[config.mk]
export PLATFORM = sky130hd
export DESIGN_NAME = mpss_sequencer
export DESIGN_NICKNAME = d
export VERILOG_FILES = /design/src/rtl/mpss_pkg.sv /design/src/rtl/mpss_low_timer.sv /design/src/rtl/mpss_sequencer.sv
export VERILOG_INCLUDE_DIRS = /design/src /design/src/rtl
export SDC_FILE = /design/constraint.sdc
export NUM_CORES = 1
export LEC_CHECK = 0
export ABC_CLOCK_PERIOD_IN_PS = 5300
export BUFFER_PORTS_ARGS = -buffer_cell sky130_fd_sc_hd__buf_2
export CAP_MARGIN = 20
export CORE_AREA = 3 3 114 116
export CTS_CLUSTER_DIAMETER = 50
export DETAILED_ROUTE_END_ITERATION = 7
export DIE_AREA = 0 0 117 119
export GPL_ROUTABILITY_DRIVEN = 0
export HOLD_SLACK_MARGIN = 0.05
export PLACE_DENSITY = 0.86
export SLEW_MARGIN = 40
export SYNTH_ARGS = -nofsm -noshare
export SYNTH_HDL_FRONTEND = slang
export SYNTH_SLANG_ARGS = --single-unit
[constraint.sdc]
create_clock -name clk_i -period 5.3 [get_ports clk_i]
set_input_delay 1.06 -clock clk_i [delete_from_list [all_inputs] [get_ports clk_i]]
set_output_delay 1.06 -clock clk_i [all_outputs]
set_load 0.005 [all_outputs]
[src/rtl/mpss_regs.svh]
`ifndef MPSS_REGS_SVH
`define MPSS_REGS_SVH
// wake hold time, seconds, and clock rate
`define MPSS_WAKE_MIN_S 5
`define MPSS_CLK_HZ 50000000
`define MPSS_WAKE_MIN_CYC (`MPSS_WAKE_MIN_S * `MPSS_CLK_HZ)
// orderly power-off time, milliseconds (detach plus filesystem close)
`define MPSS_ORDERLY_MS 1000
`define MPSS_ORDERLY_CYC (`MPSS_ORDERLY_MS * (`MPSS_CLK_HZ / 1000))
// fast shutdown: filesystem close only
`define MPSS_FAST_MS 10
`define MPSS_FAST_CYC (`MPSS_FAST_MS * (`MPSS_CLK_HZ / 1000))
// sleep command latency in cycles
`define MPSS_SLEEP_LAT_CYC 16
// power-up settle in cycles
`define MPSS_BOOT_CYC 64
`endif

[src/rtl/mpss_pkg.sv]
package mpss_pkg;
    typedef enum logic [2:0] {
        MPSS_OFF, MPSS_BOOT, MPSS_ON, MPSS_SLEEP, MPSS_PSM,
        MPSS_ORDERLY, MPSS_FAST, MPSS_HALT
    } mpss_state_e;
endpackage

[src/rtl/mpss_low_timer.sv]
`timescale 1ns/1ps
`default_nettype none
// counts how long a synchronous input has stayed low; fires at the limit, then again every LIMIT cycles while it stays low
module mpss_low_timer #(
    parameter int unsigned LIMIT = 32'd250000000,
    parameter int unsigned W = 28
) (
    input wire logic clk_i,
    input wire logic sys_rst_i,
    input wire logic ce_i,
    input wire logic arm_i,
    input wire logic level_n_i,
    output logic hit_o
);
    logic [W-1:0] cnt_r, cnt_nxt;
    logic hit_r, hit_nxt;
    logic seen_r, seen_nxt;

    always_comb begin
        cnt_nxt = cnt_r;
        hit_nxt = 1'b0;
        // a key held low since before arming never wakes: it must be seen high first
        seen_nxt = arm_i && (seen_r || level_n_i);
        // short pulses restart the count, so they never wake
        if (!arm_i || level_n_i || !seen_r) begin
            cnt_nxt = '0;
        end else if (cnt_r != W'(LIMIT - 1)) begin
            cnt_nxt = cnt_r + W'(1);
        end else begin
            hit_nxt = 1'b1;
            cnt_nxt = '0;
        end
    end

    always_ff @(posedge clk_i or posedge sys_rst_i) begin
        if (sys_rst_i) begin
            cnt_r <= '0;
            hit_r <= 1'b0;
            seen_r <= 1'b0;
        end else if (ce_i) begin
            cnt_r <= cnt_nxt;
            hit_r <= hit_nxt;
            seen_r <= seen_nxt;
        end
    end

    assign hit_o = hit_r;
endmodule
`default_nettype wire

[src/rtl/mpss_sequencer.sv]
// Functional notes
// - indicator high whenever module is on; no command lowers it.
// - indicator low in deep sleep, entered only if host enabled it.
// - timer expiry in deep sleep shuts down until wake-up.
// - falling edge on armed fast-shutdown input starts fast shutdown.
// - fast-shutdown command starts the same fast shutdown.
// - off state keeps only the clock; leaves only toward on.
// - on accepts commands at once; sleep accepts after latency.
// - clock runs while supply present; settings lost when removed.
// - key tied low loses wake; shutdown needs command then supply removal.
// - unconditional shutdown resets and halts without detach; not in deep sleep.
// - orderly power-off detaches then closes filesystem, over one second; code raises detach and close together.
// - three-wire SPI port with chip select, master or slave.
`timescale 1ns/1ps
`default_nettype none
`include "mpss_regs.svh"
module mpss_sequencer import mpss_pkg::*; #(
    parameter int unsigned WAKE_CYC = `MPSS_WAKE_MIN_CYC,
    parameter int unsigned ORDERLY_CYC = `MPSS_ORDERLY_CYC,
    parameter int unsigned FAST_CYC = `MPSS_FAST_CYC,
    parameter int unsigned SLEEP_LAT = `MPSS_SLEEP_LAT_CYC,
    parameter int unsigned BOOT_CYC = `MPSS_BOOT_CYC,
    parameter int unsigned RTC_W = 32
) (
    input wire logic clk_i,
    input wire logic sys_rst_i,
    input wire logic ce_i,
    input wire logic main_supply_i,
    input wire logic power_key_wake_n_i,
    input wire logic power_on_cmd_i,
    input wire logic shutdown_command_i,
    input wire logic fast_shutdown_command_i,
    input wire logic uncond_shutdown_i,
    input wire logic psm_enable_cmd_i,
    input wire logic sleep_enable_i,
    input wire logic update_timer_expired_i,
    input wire logic sched_wake_i,
    input wire logic fast_gpio_en_i,
    input wire logic fast_gpio_i,
    input wire logic host_cmd_valid_i,
    input wire logic spi_master_i,
    input wire logic spi_cs_cfg_i,
    input wire logic rtc_set_i,
    input wire logic [RTC_W-1:0] rtc_value_i,
    output logic power_on_indicator_o,
    output logic baseband_on_o,
    output logic cmd_accept_o,
    output logic detach_o,
    output logic fs_close_o,
    output logic rtc_run_o,
    output logic [RTC_W-1:0] rtc_count_o,
    output logic spi_en_o,
    output logic spi_master_o,
    output logic spi_cs_ctrl_o,
    output logic [2:0] state_o
);
    localparam int CW = 32;

    mpss_state_e st_r, st_nxt;
    logic [CW-1:0] cnt_r, cnt_nxt;
    logic psm_en_r, psm_en_nxt;
    logic gpio_q_r, gpio_q_nxt;
    logic pend_r, pend_nxt;
    logic [RTC_W-1:0] rtc_r, rtc_nxt;
    logic ind_r, bb_r, acc_r, det_r, fs_r, rtcr_r, spi_r, spim_r, spics_r;
    logic ind_nxt, bb_nxt, acc_nxt, det_nxt, fs_nxt, rtcr_nxt, spi_nxt;
    logic spim_nxt, spics_nxt;
    logic wake_hit, fast_req, awake;

    // --------------------------------------------------------------
    // wake key filter
    // --------------------------------------------------------------
    mpss_low_timer #(
        .LIMIT(WAKE_CYC),
        .W(CW)
    ) u_wake (
        .clk_i(clk_i),
        .sys_rst_i(sys_rst_i),
        .ce_i(ce_i),
        .arm_i(st_r == MPSS_PSM),
        .level_n_i(power_key_wake_n_i),
        .hit_o(wake_hit)
    );

    function automatic logic is_awake(input mpss_state_e s);
        return (s == MPSS_ON) || (s == MPSS_SLEEP);
    endfunction

    // --------------------------------------------------------------
    // state sequencing
    // --------------------------------------------------------------
    always_comb begin
        awake = is_awake(st_r);
        fast_req = (fast_gpio_en_i && gpio_q_r && !fast_gpio_i)
            || fast_shutdown_command_i;
        st_nxt = st_r;
        cnt_nxt = cnt_r;
        psm_en_nxt = psm_en_r;
        pend_nxt = pend_r;
        gpio_q_nxt = fast_gpio_i;
        acc_nxt = 1'b0;
        if (psm_enable_cmd_i && awake) begin
            psm_en_nxt = 1'b1;
        end
        unique case (st_r)
            MPSS_OFF: begin
                // only way out is power-on
                if (power_on_cmd_i) begin
                    st_nxt = MPSS_BOOT;
                    cnt_nxt = '0;
                end
            end
            MPSS_BOOT: begin
                cnt_nxt = cnt_r + CW'(1);
                if (cnt_r >= CW'(BOOT_CYC - 1)) begin
                    st_nxt = MPSS_ON;
                end
            end
            MPSS_ON, MPSS_SLEEP: begin
                if (st_r == MPSS_ON) begin
                    acc_nxt = host_cmd_valid_i;
                    if (sleep_enable_i) begin
                        st_nxt = MPSS_SLEEP;
                    end
                end else begin
                    // sleep: latch command, answer after wake latency
                    if (host_cmd_valid_i && !pend_r) begin
                        pend_nxt = 1'b1;
                        cnt_nxt = '0;
                    end else if (pend_r) begin
                        cnt_nxt = cnt_r + CW'(1);
                        if (cnt_r >= CW'(SLEEP_LAT - 1)) begin
                            acc_nxt = 1'b1;
                            pend_nxt = 1'b0;
                        end
                    end
                    if (!sleep_enable_i && !pend_r) begin
                        st_nxt = MPSS_ON;
                    end
                end
                if (psm_en_r && update_timer_expired_i) begin
                    st_nxt = MPSS_PSM;
                    pend_nxt = 1'b0;
                end
                if (shutdown_command_i) begin
                    st_nxt = MPSS_ORDERLY;
                    cnt_nxt = '0;
                    pend_nxt = 1'b0;
                end
                if (fast_req) begin
                    st_nxt = MPSS_FAST;
                    cnt_nxt = '0;
                    pend_nxt = 1'b0;
                end
            end
            MPSS_PSM: begin
                // down until scheduled wake or long key hold
                if (sched_wake_i || wake_hit) begin
                    st_nxt = MPSS_BOOT;
                    cnt_nxt = '0;
                end
            end
            MPSS_ORDERLY: begin
                cnt_nxt = cnt_r + CW'(1);
                if (cnt_r >= CW'(ORDERLY_CYC - 1)) begin
                    st_nxt = MPSS_OFF;
                end
            end
            MPSS_FAST: begin
                cnt_nxt = cnt_r + CW'(1);
                if (cnt_r >= CW'(FAST_CYC - 1)) begin
                    st_nxt = MPSS_OFF;
                end
            end
            MPSS_HALT: begin
                if (power_on_cmd_i) begin
                    st_nxt = MPSS_BOOT;
                    cnt_nxt = '0;
                end
            end
        endcase
        // emergency exit: no detach, ignored in deep sleep
        if (uncond_shutdown_i && st_r != MPSS_PSM && st_r != MPSS_OFF) begin
            st_nxt = MPSS_HALT;
            pend_nxt = 1'b0;
        end
        if (st_nxt == MPSS_OFF || st_nxt == MPSS_HALT) begin
            psm_en_nxt = 1'b0;
        end
        // supply loss drops everything
        if (!main_supply_i) begin
            st_nxt = MPSS_OFF;
            psm_en_nxt = 1'b0;
            pend_nxt = 1'b0;
            acc_nxt = 1'b0;
        end
    end

    // --------------------------------------------------------------
    // output decode and clock
    // --------------------------------------------------------------
    always_comb begin
        ind_nxt = is_awake(st_nxt) || st_nxt == MPSS_BOOT
            || st_nxt == MPSS_ORDERLY || st_nxt == MPSS_FAST;
        bb_nxt = ind_nxt;
        det_nxt = (st_nxt == MPSS_ORDERLY);
        fs_nxt = (st_nxt == MPSS_ORDERLY) || (st_nxt == MPSS_FAST);
        rtcr_nxt = main_supply_i;
        spi_nxt = is_awake(st_nxt);
        spim_nxt = spi_master_i;
        spics_nxt = spi_cs_cfg_i;
        rtc_nxt = rtc_r;
        if (!main_supply_i) begin
            rtc_nxt = '0;
        end else if (rtc_set_i && is_awake(st_r)) begin
            rtc_nxt = rtc_value_i;
        end else begin
            rtc_nxt = rtc_r + RTC_W'(1);
        end
    end

    always_ff @(posedge clk_i or posedge sys_rst_i) begin
        if (sys_rst_i) begin
            st_r <= MPSS_OFF;
            cnt_r <= '0;
            psm_en_r <= 1'b0;
            gpio_q_r <= 1'b1;
            pend_r <= 1'b0;
            rtc_r <= '0;
            ind_r <= 1'b0;
            bb_r <= 1'b0;
            acc_r <= 1'b0;
            det_r <= 1'b0;
            fs_r <= 1'b0;
            rtcr_r <= 1'b0;
            spi_r <= 1'b0;
            spim_r <= 1'b0;
            spics_r <= 1'b0;
        end else if (ce_i) begin
            st_r <= st_nxt;
            cnt_r <= cnt_nxt;
            psm_en_r <= psm_en_nxt;
            gpio_q_r <= gpio_q_nxt;
            pend_r <= pend_nxt;
            rtc_r <= rtc_nxt;
            ind_r <= ind_nxt;
            bb_r <= bb_nxt;
            acc_r <= acc_nxt;
            det_r <= det_nxt;
            fs_r <= fs_nxt;
            rtcr_r <= rtcr_nxt;
            spi_r <= spi_nxt;
            spim_r <= spim_nxt;
            spics_r <= spics_nxt;
        end
    end

    assign power_on_indicator_o = ind_r;
    assign baseband_on_o = bb_r;
    assign cmd_accept_o = acc_r;
    assign detach_o = det_r;
    assign fs_close_o = fs_r;
    assign rtc_run_o = rtcr_r;
    assign rtc_count_o = rtc_r;
    assign spi_en_o = spi_r;
    assign spi_master_o = spim_r;
    assign spi_cs_ctrl_o = spics_r;
    assign state_o = st_r;
endmodule
`default_nettype wire

==> impl_metrics.json, run 1 <==
{
  "status": "finished, final reports clean",
  "clock-skew-final_ns": 0.0108,
  "fill_cells": 1063,
  "cts_buffer_depth": 2,
  "power.leakage_nw": 3.23,
  "initial_core_util_pct": 55.2,
  "hold_violations": 0,
  "hold_class": "reg2reg",
  "drt-pass1-iter-count": 5,
  "post-route-min-period_ns": 3.15,
  "io_buffers": 94,
  "synthToLayoutAreaGrowth_pct": 13.0,
  "grt_start_max_net_pins": 72,
  "htreeDepth": 3,
  "placed_cells": 999,
  "core_area_um2": 12000,
  "cts_resized": 0,
  "wirelength_mm": 17.1,
  "cpPeakStageDelay_ns": 0.62,
  "die_width_um": 117,
  "synth_fp_nets": 845,
  "grt_pass1_wl_mm": 27.9,
  "ys_ff_latch": 112,
  "post_drt_wl_per_cell_um": 16.9,
  "cts_root_buffer": "clkbuf_16",
  "drive_above_1_share_pct": 15.2,
  "cp_cell_sequence": "nor2_1, nand2_1, nor3b_1, nand2_1, buf_4, nor2_1, buf_4, nand3_1, o21ai_1",
  "worst_slew_pin_slew_ns": 0.765,
  "cts.clk_slew.worst_paths_ns": 0.08,
  "slew_headroom_pct": 47.7,
  "post_cts_buffers": 0,
  "maxCapViolCount": 0,
  "finalPower_mw": 2.30,
  "seq_area_frac_synth_pct": 42.3,
  "timing.hold.ws_ns": 0.481,
  "ir_drop_mv": 0.189,
  "drv_slew": 0,
  "synth_edf_count": 0,
  "drc": 0,
  "finalNonFillerCells": 1015,
  "syn_avg_cell_area_um2": 8.39,
  "grt_pass1_vias": 5850,
  "synthCells": 791,
  "finalCritPeriodShare_pct": 59.4,
  "max_freq_mhz": 318,
  "setup_viol": 0,
  "slowest_stage": "dfrtp_1",
  "die_area_um2": 13900,
  "cts_buffers": 9,
  "synth_flop_cell": "dfrtp_1",
  "drtIter0Drc": 682,
  "clkLatencyLatePin_ns": 0.36,
  "io_pins": 95,
  "antenna_found_initial": 0,
  "row_count": 40,
  "worstSetupPathType": "reg2reg",
  "ys_types": 66,
  "synth.cell_area_um2": 6640,
  "nets": 917,
  "synth_warnings": 0,
  "dp_hpwl_mm": 11.8,
  "cts.sinks": 112,
  "rsz0062_at_grt": "no",
  "cp_max_fo": 29,
  "die_h_um": 119,
  "cts_tree": "yes",
  "ant_nets": 0,
  "cp-start-kind": "flop",
  "async_reset_ff_share_pct": 100,
  "worst_ep_arrival_time_ns": 3.43,
  "required_ns": 5.58,
  "cts_hold_buf": 0,
  "gr-total-overflow": 0,
  "tns_ns": 0,
  "grt_usage_pct": 24.8,
  "power_density_nw_per_um2": 307,
  "dr_total_vias": 6550,
  "via_per_inst": 6.45,
  "antennaDiodeCount": 0,
  "end_kind": "flop"
}
critical path, delay by kind of cell, from the launching register on:
kind / cells / cell delay [ns]
AND/OR/NAND/NOR: 6 / 1.77
flip-flops: 1 / 0.62
buffers and inverters: 2 / 0.55
AO/OA/AOI/OAI: 1 / 0.12
cells by family after synthesis:
| family | Yosys count | synth area share [%] |
|---|---|---|
| muxes | 9 | 1.43 |
| buffers and inverters | 66 | 3.81 |
| DFF | 112 | 42.3 |
| adders and majority gates | 3 | 0.566 |
| xor gates and xnor gates | 28 | 3.70 |
| and+or+nand+nor | 370 | 27.9 |
| AOI/OAI and AO/OA | 203 | 20.4 |
layout by cell type, fill, tap and decap left out, types with 4 or more instances in the layout:
cell type    n
a21o_1       5
inv_1       23
o21ai_1     16
and2_1       4
nand3_1     42
or4_1       10
a32oi_1     14
o2bb2ai_1   19
dfrtp_1    111
a31oi_1      6
o21ai_0     52
buf_4        7
mux2_2       4
and4_1       8
or3_1        7
xnor2_1     10
nor3_1      17
buf_2       94
o31ai_1     20
nor2_1      73
a21oi_1     26
xor2_1      18
clkbuf_16    9
o211ai_1     6
mux2i_1      5
nand4_1     26
nand2_1    117
o22ai_1      9
o2111ai_1    5
and3_1      22
nor4_1      16
power by group:
part	switching [mW]	internal (mW)	leakage, nW
clock	0.314	0.345	0.135
sequential	0.152	0.948	1.53
combinational	0.312	0.227	1.56
state kept, by name (all words and copies together), names as in the netlist, 3 cells and up:
name,cells
u_wake.cnt_r,32
cnt_r,32
rtc_count_o,32
state_o,3
per-stage QoR:
step,utilization (%),setup WS [ns],area (µm²)
5_1_grt,62.4,1.89,7490
3_5_place_dp,59.9,2.06,7200
2_1_floorplan,-,1.28,6640
6_report,62.4,2.15,7490
3_3_place_gp,59.9,2.10,7200
4_1_cts,62.3,2.20,7480
worst paths after layout:
check                                    to              from  cells after the start  slack, ns
setup / recovery           u_wake.cnt_r[26]        state_o[0]                      9       2.15
hold / removal             u_wake.cnt_r[31]  u_wake.cnt_r[31]                      1       0.48
setup reg to reg           u_wake.cnt_r[26]        state_o[0]                      9       2.15
hold reg to reg            u_wake.cnt_r[31]  u_wake.cnt_r[31]                      1       0.48
max in group asynchronous  u_wake.cnt_r[22]         sys_rst_i                      3       3.78
min in group asynchronous   rtc_count_o[29]         sys_rst_i                      2       0.63
Yosys cell counts (all sizes together), types with 4 or more instances:
cell	n	share of area (%)
and2	5	0.47
or4	10	1.1
a21o	5	0.57
and3	22	2.1
o21ai	68	5.1
or3	7	0.66
a32oi	14	1.8
a31oi	6	0.57
a21oi	26	2.0
mux2i	5	0.75
o2bb2ai	19	2.5
mux2	4	0.68
nand4	26	2.5
o2111ai	5	0.66
and4	8	1.1
xnor2	10	1.3
nand3	42	3.2
nor4	19	2.2
dfrtp	111	42
inv	25	1.4
o211ai	6	0.68
nand2	118	6.7
clkbuf	37	2.1
nor2	73	4.1
nor3	20	1.5
o22ai	9	0.85
o31ai	20	2.3
xor2	18	2.4
metal layers:
layer / part of all wire, % / GRT usage (%) / wire [µm]
met1: 44 / 34.7 / 7450
met2: 47 / 38.5 / 7980
met3: 8.1 / 5.03 / 1380
met4: 1.8 / 7.89 / 308
met5: 0 / 0 / 0
final cells by class:
class	count	area, µm²	share of cell area (%)
multi-input combinational	613	3600	48.0
sequential	112	2800	37.4
timing repair buffer	101	523	6.98
clock buffer	12	256	3.42
tap	147	184	2.45
inverter	26	100	1.34
clock inverter	4	28.8	0.384
No activity file was read; power rests on OpenSTA's default activity.
==> inputs of run 2 (changes only) <==
--- a/config.mk
+++ b/config.mk
@@ -6,16 +6,17 @@
 export SDC_FILE = /design/constraint.sdc
 export NUM_CORES = 1
 export LEC_CHECK = 0
-export ABC_CLOCK_PERIOD_IN_PS = 5300
+export ABC_AREA = 1
+export ABC_CLOCK_PERIOD_IN_PS = 3100
 export BUFFER_PORTS_ARGS = -buffer_cell sky130_fd_sc_hd__buf_2
 export CAP_MARGIN = 20
-export CORE_AREA = 3 3 114 116
+export CORE_AREA = 3 3 122 124
 export CTS_CLUSTER_DIAMETER = 50
 export DETAILED_ROUTE_END_ITERATION = 7
-export DIE_AREA = 0 0 117 119
+export DIE_AREA = 0 0 125 127
 export GPL_ROUTABILITY_DRIVEN = 0
 export HOLD_SLACK_MARGIN = 0.05
-export PLACE_DENSITY = 0.86
+export PLACE_DENSITY = 0.85
 export SLEW_MARGIN = 40
 export SYNTH_ARGS = -nofsm -noshare
 export SYNTH_HDL_FRONTEND = slang
==> constraint.sdc (replaced) <==
create_clock -name clk_i -period 3.1 [get_ports clk_i]
set_input_delay 0.62 -clock clk_i [delete_from_list [all_inputs] [get_ports clk_i]]
set_output_delay 0.62 -clock clk_i [all_outputs]
set_load 0.005 [all_outputs]
==> impl_metrics.json, run 2 <==
{
  "status": "finished, final reports clean",
  "worst_ep_arrival_time_ns": 2.61,
  "dp_hpwl_mm": 15.8,
  "synth.cell_area_um2": 7580,
  "worst_slew_pin_slew_ns": 0.729,
  "cts_resized": 0,
  "power_density_nw_per_um2": 470,
  "antennaDiodeCount": 0,
  "grt_usage_pct": 26.3,
  "die_h_um": 127,
  "synth_warnings": 0,
  "hold_violations": 0,
  "mostFrequentLayoutCells": "240 x nand2_1, 134 x inv_1, 130 x nor2_1, 111 x dfrtp_1, 94 x buf_2",
  "seq_area_frac_synth_pct": 37.0,
  "antenna_found_initial": 0,
  "hold_class": "in2async",
  "max_freq_mhz": 424,
  "cts_root_buffer": "clkbuf_16",
  "cts.sinks": 112,
  "synth.area.top_cells": "dfrtp_1 37%, nand2_1 12%, inv_1 6.7%, nor2_1 6.4%, o21ai_0 5.2%",
  "ir_drop_mv": 0.354,
  "cts_buffers": 9,
  "htreeDepth": 3,
  "synthCells": 1094,
  "cts_buffer_depth": 2,
  "slew_headroom_pct": 51.3,
  "async_reset_ff_share_pct": 100,
  "maxCapViolCount": 0,
  "finalCritPeriodShare_pct": 76.2,
  "synth.top_cell.area_share_pct": 36.6,
  "syn_avg_cell_area_um2": 6.93,
  "via_per_inst": 5.79,
  "setup_viol": 0,
  "drtIter0Drc": 835,
  "fill_cells": 1268,
  "tns_ns": 0,
  "core_area_um2": 13900,
  "die_area_um2": 15900,
  "ys_ff_latch": 112,
  "postLayoutCellArea_um2": 8540,
  "synthToLayoutAreaGrowth_pct": 12.6,
  "layout_commonest_cell": "nand2_1",
  "post_cts_buffers": 0,
  "synth_largest_area_cell": "dfrtp_1",
  "cp_max_fo": 15,
  "drive_above_1_share_pct": 15.3,
  "io_pins": 95,
  "clkLatencyLatePin_ns": 0.37,
  "end_kind": "flop",
  "place_area_um2": 8240,
  "cp-start-kind": "flop",
  "power.leakage_nw": 3.87,
  "nets": 1235,
  "die_width_um": 125,
  "ant_nets": 0,
  "gr-total-overflow": 0,
  "grt_pass1_wl_mm": 34.8,
  "wirelength_mm": 21.1,
  "ys_top_cells_by_count": "240 x nand2_1, 135 x inv_1, 130 x nor2_1, 111 x dfrtp_1, 79 x o21ai_0",
  "clock-skew-final_ns": 0.0147,
  "timing.final.ws_setup_ns": 0.739,
  "drc": 0,
  "synth_edf_count": 0,
  "initial_core_util_pct": 54.6,
  "io_buffers": 94,
  "worstSetupPathType": "reg2reg",
  "synth_flop_cell": "dfrtp_1",
  "row_count": 43,
  "yosysMostFrequentCell": "nand2_1",
  "post-route-min-period_ns": 2.36,
  "drt-pass1-iter-count": 6,
  "timing.hold.ws_ns": 0.423,
  "required_ns": 3.35,
  "grt_pass1_vias": 7289,
  "drv_slew": 0,
  "rsz0062_at_grt": "no",
  "grt_start_max_net_pins": 113,
  "dp_worst_setup_slack_ns": 0.732,
  "synth_fp_nets": 1148,
  "cts_tree": "yes",
  "post_drt_wl_per_cell_um": 15.4,
  "ys_types": 47,
  "dr_total_vias": 7915,
  "cts_hold_buf": 0,
  "cts.clk_slew.worst_paths_ns": 0.09
}
[run 2: cell types whose count changed after synthesis, sizes merged, moves of 19 or more]
cell / change
o21ai: +21
nand3: +39
and3: -22
inv: +124
clkbuf: -23
nand2: +130
nor2: +66
nor3: +33
o2bb2ai: -19
[run 2: path summary, 6_finish.rpt]
| path | start | endpoint | slack, ns | cells past startpoint |
|---|---|---|---|---|
| hold / removal | sys_rst_i | rtc_count_o[18] | 0.42 | 3 |
| setup reg to reg | state_o[1] | rtc_count_o[22] | 0.74 | 7 |
| setup / recovery | state_o[1] | rtc_count_o[22] | 0.74 | 7 |
| max in group asynchronous | sys_rst_i | u_wake.cnt_r[29] | 2.25 | 3 |
| min in group clk_i | spi_master_i | spi_master_o | 0.46 | 3 |
| hold reg to reg | spi_cs_ctrl_o | spi_cs_ctrl_o | 0.47 | 2 |
[run 2: worst max-delay path, stage by stage, from the launching register on]
cell,delay (ns)
dfrtp_1,0.52
inv_1,0.11
nor2_2,0.41
nand2_1,0.37
inv_1,0.53
a21oi_1,0.08
a21oi_1,0.15
o21ai_1,0.07
[run 2: cell type report]
class,instances,area [µm²],area share [%]
inverters,151,571,6.68
clock inverters,7,73.8,0.865
repair buffers,103,551,6.45
flip-flops and latches,112,2800,32.8
clock buffers,9,225,2.64
well taps,180,225,2.64
multi-input cells,804,4090,47.9
[run 2: cell families after synthesis]
family          share of synthesized area (%)
buf+inv                                  9.09
flops                                    37.0
compound gates                           13.6
xor+xnor                                 2.77
fa+ha+maj                               0.495
simple gates                             37.0
[run 2: power breakdown]
group	internal [mW]	switching (mW)	leakage [nW]
sequential	1.58	0.174	1.54
combinational	0.360	0.717	2.18
clock	0.572	0.604	0.147
total	2.52	1.50	3.87
[run 2: metrics by stage]
stage | std cells | total power [mW] | utilization [%]
after floorplan | 1094 | 2.47 | -
after global placement | 1350 | 2.82 | 59.4
after detailed placement | 1350 | 2.84 | 59.4
after CTS | 1366 | 4.01 | 61.5
after global routing | 1366 | 4.22 | 61.5
final | 1366 | 4.01 | 61.5
[run 2: layer usage]
layer / GRT usage [%] / wire (µm) / up-vias
met1: 36.7 / 9170 / 3673
met3: 3.51 / 1590 / 49
met2: 42.6 / 9690 / 371
met5: 0 / 0 / -
li1: - / - / 3822
met4: 8.93 / 641 / 0
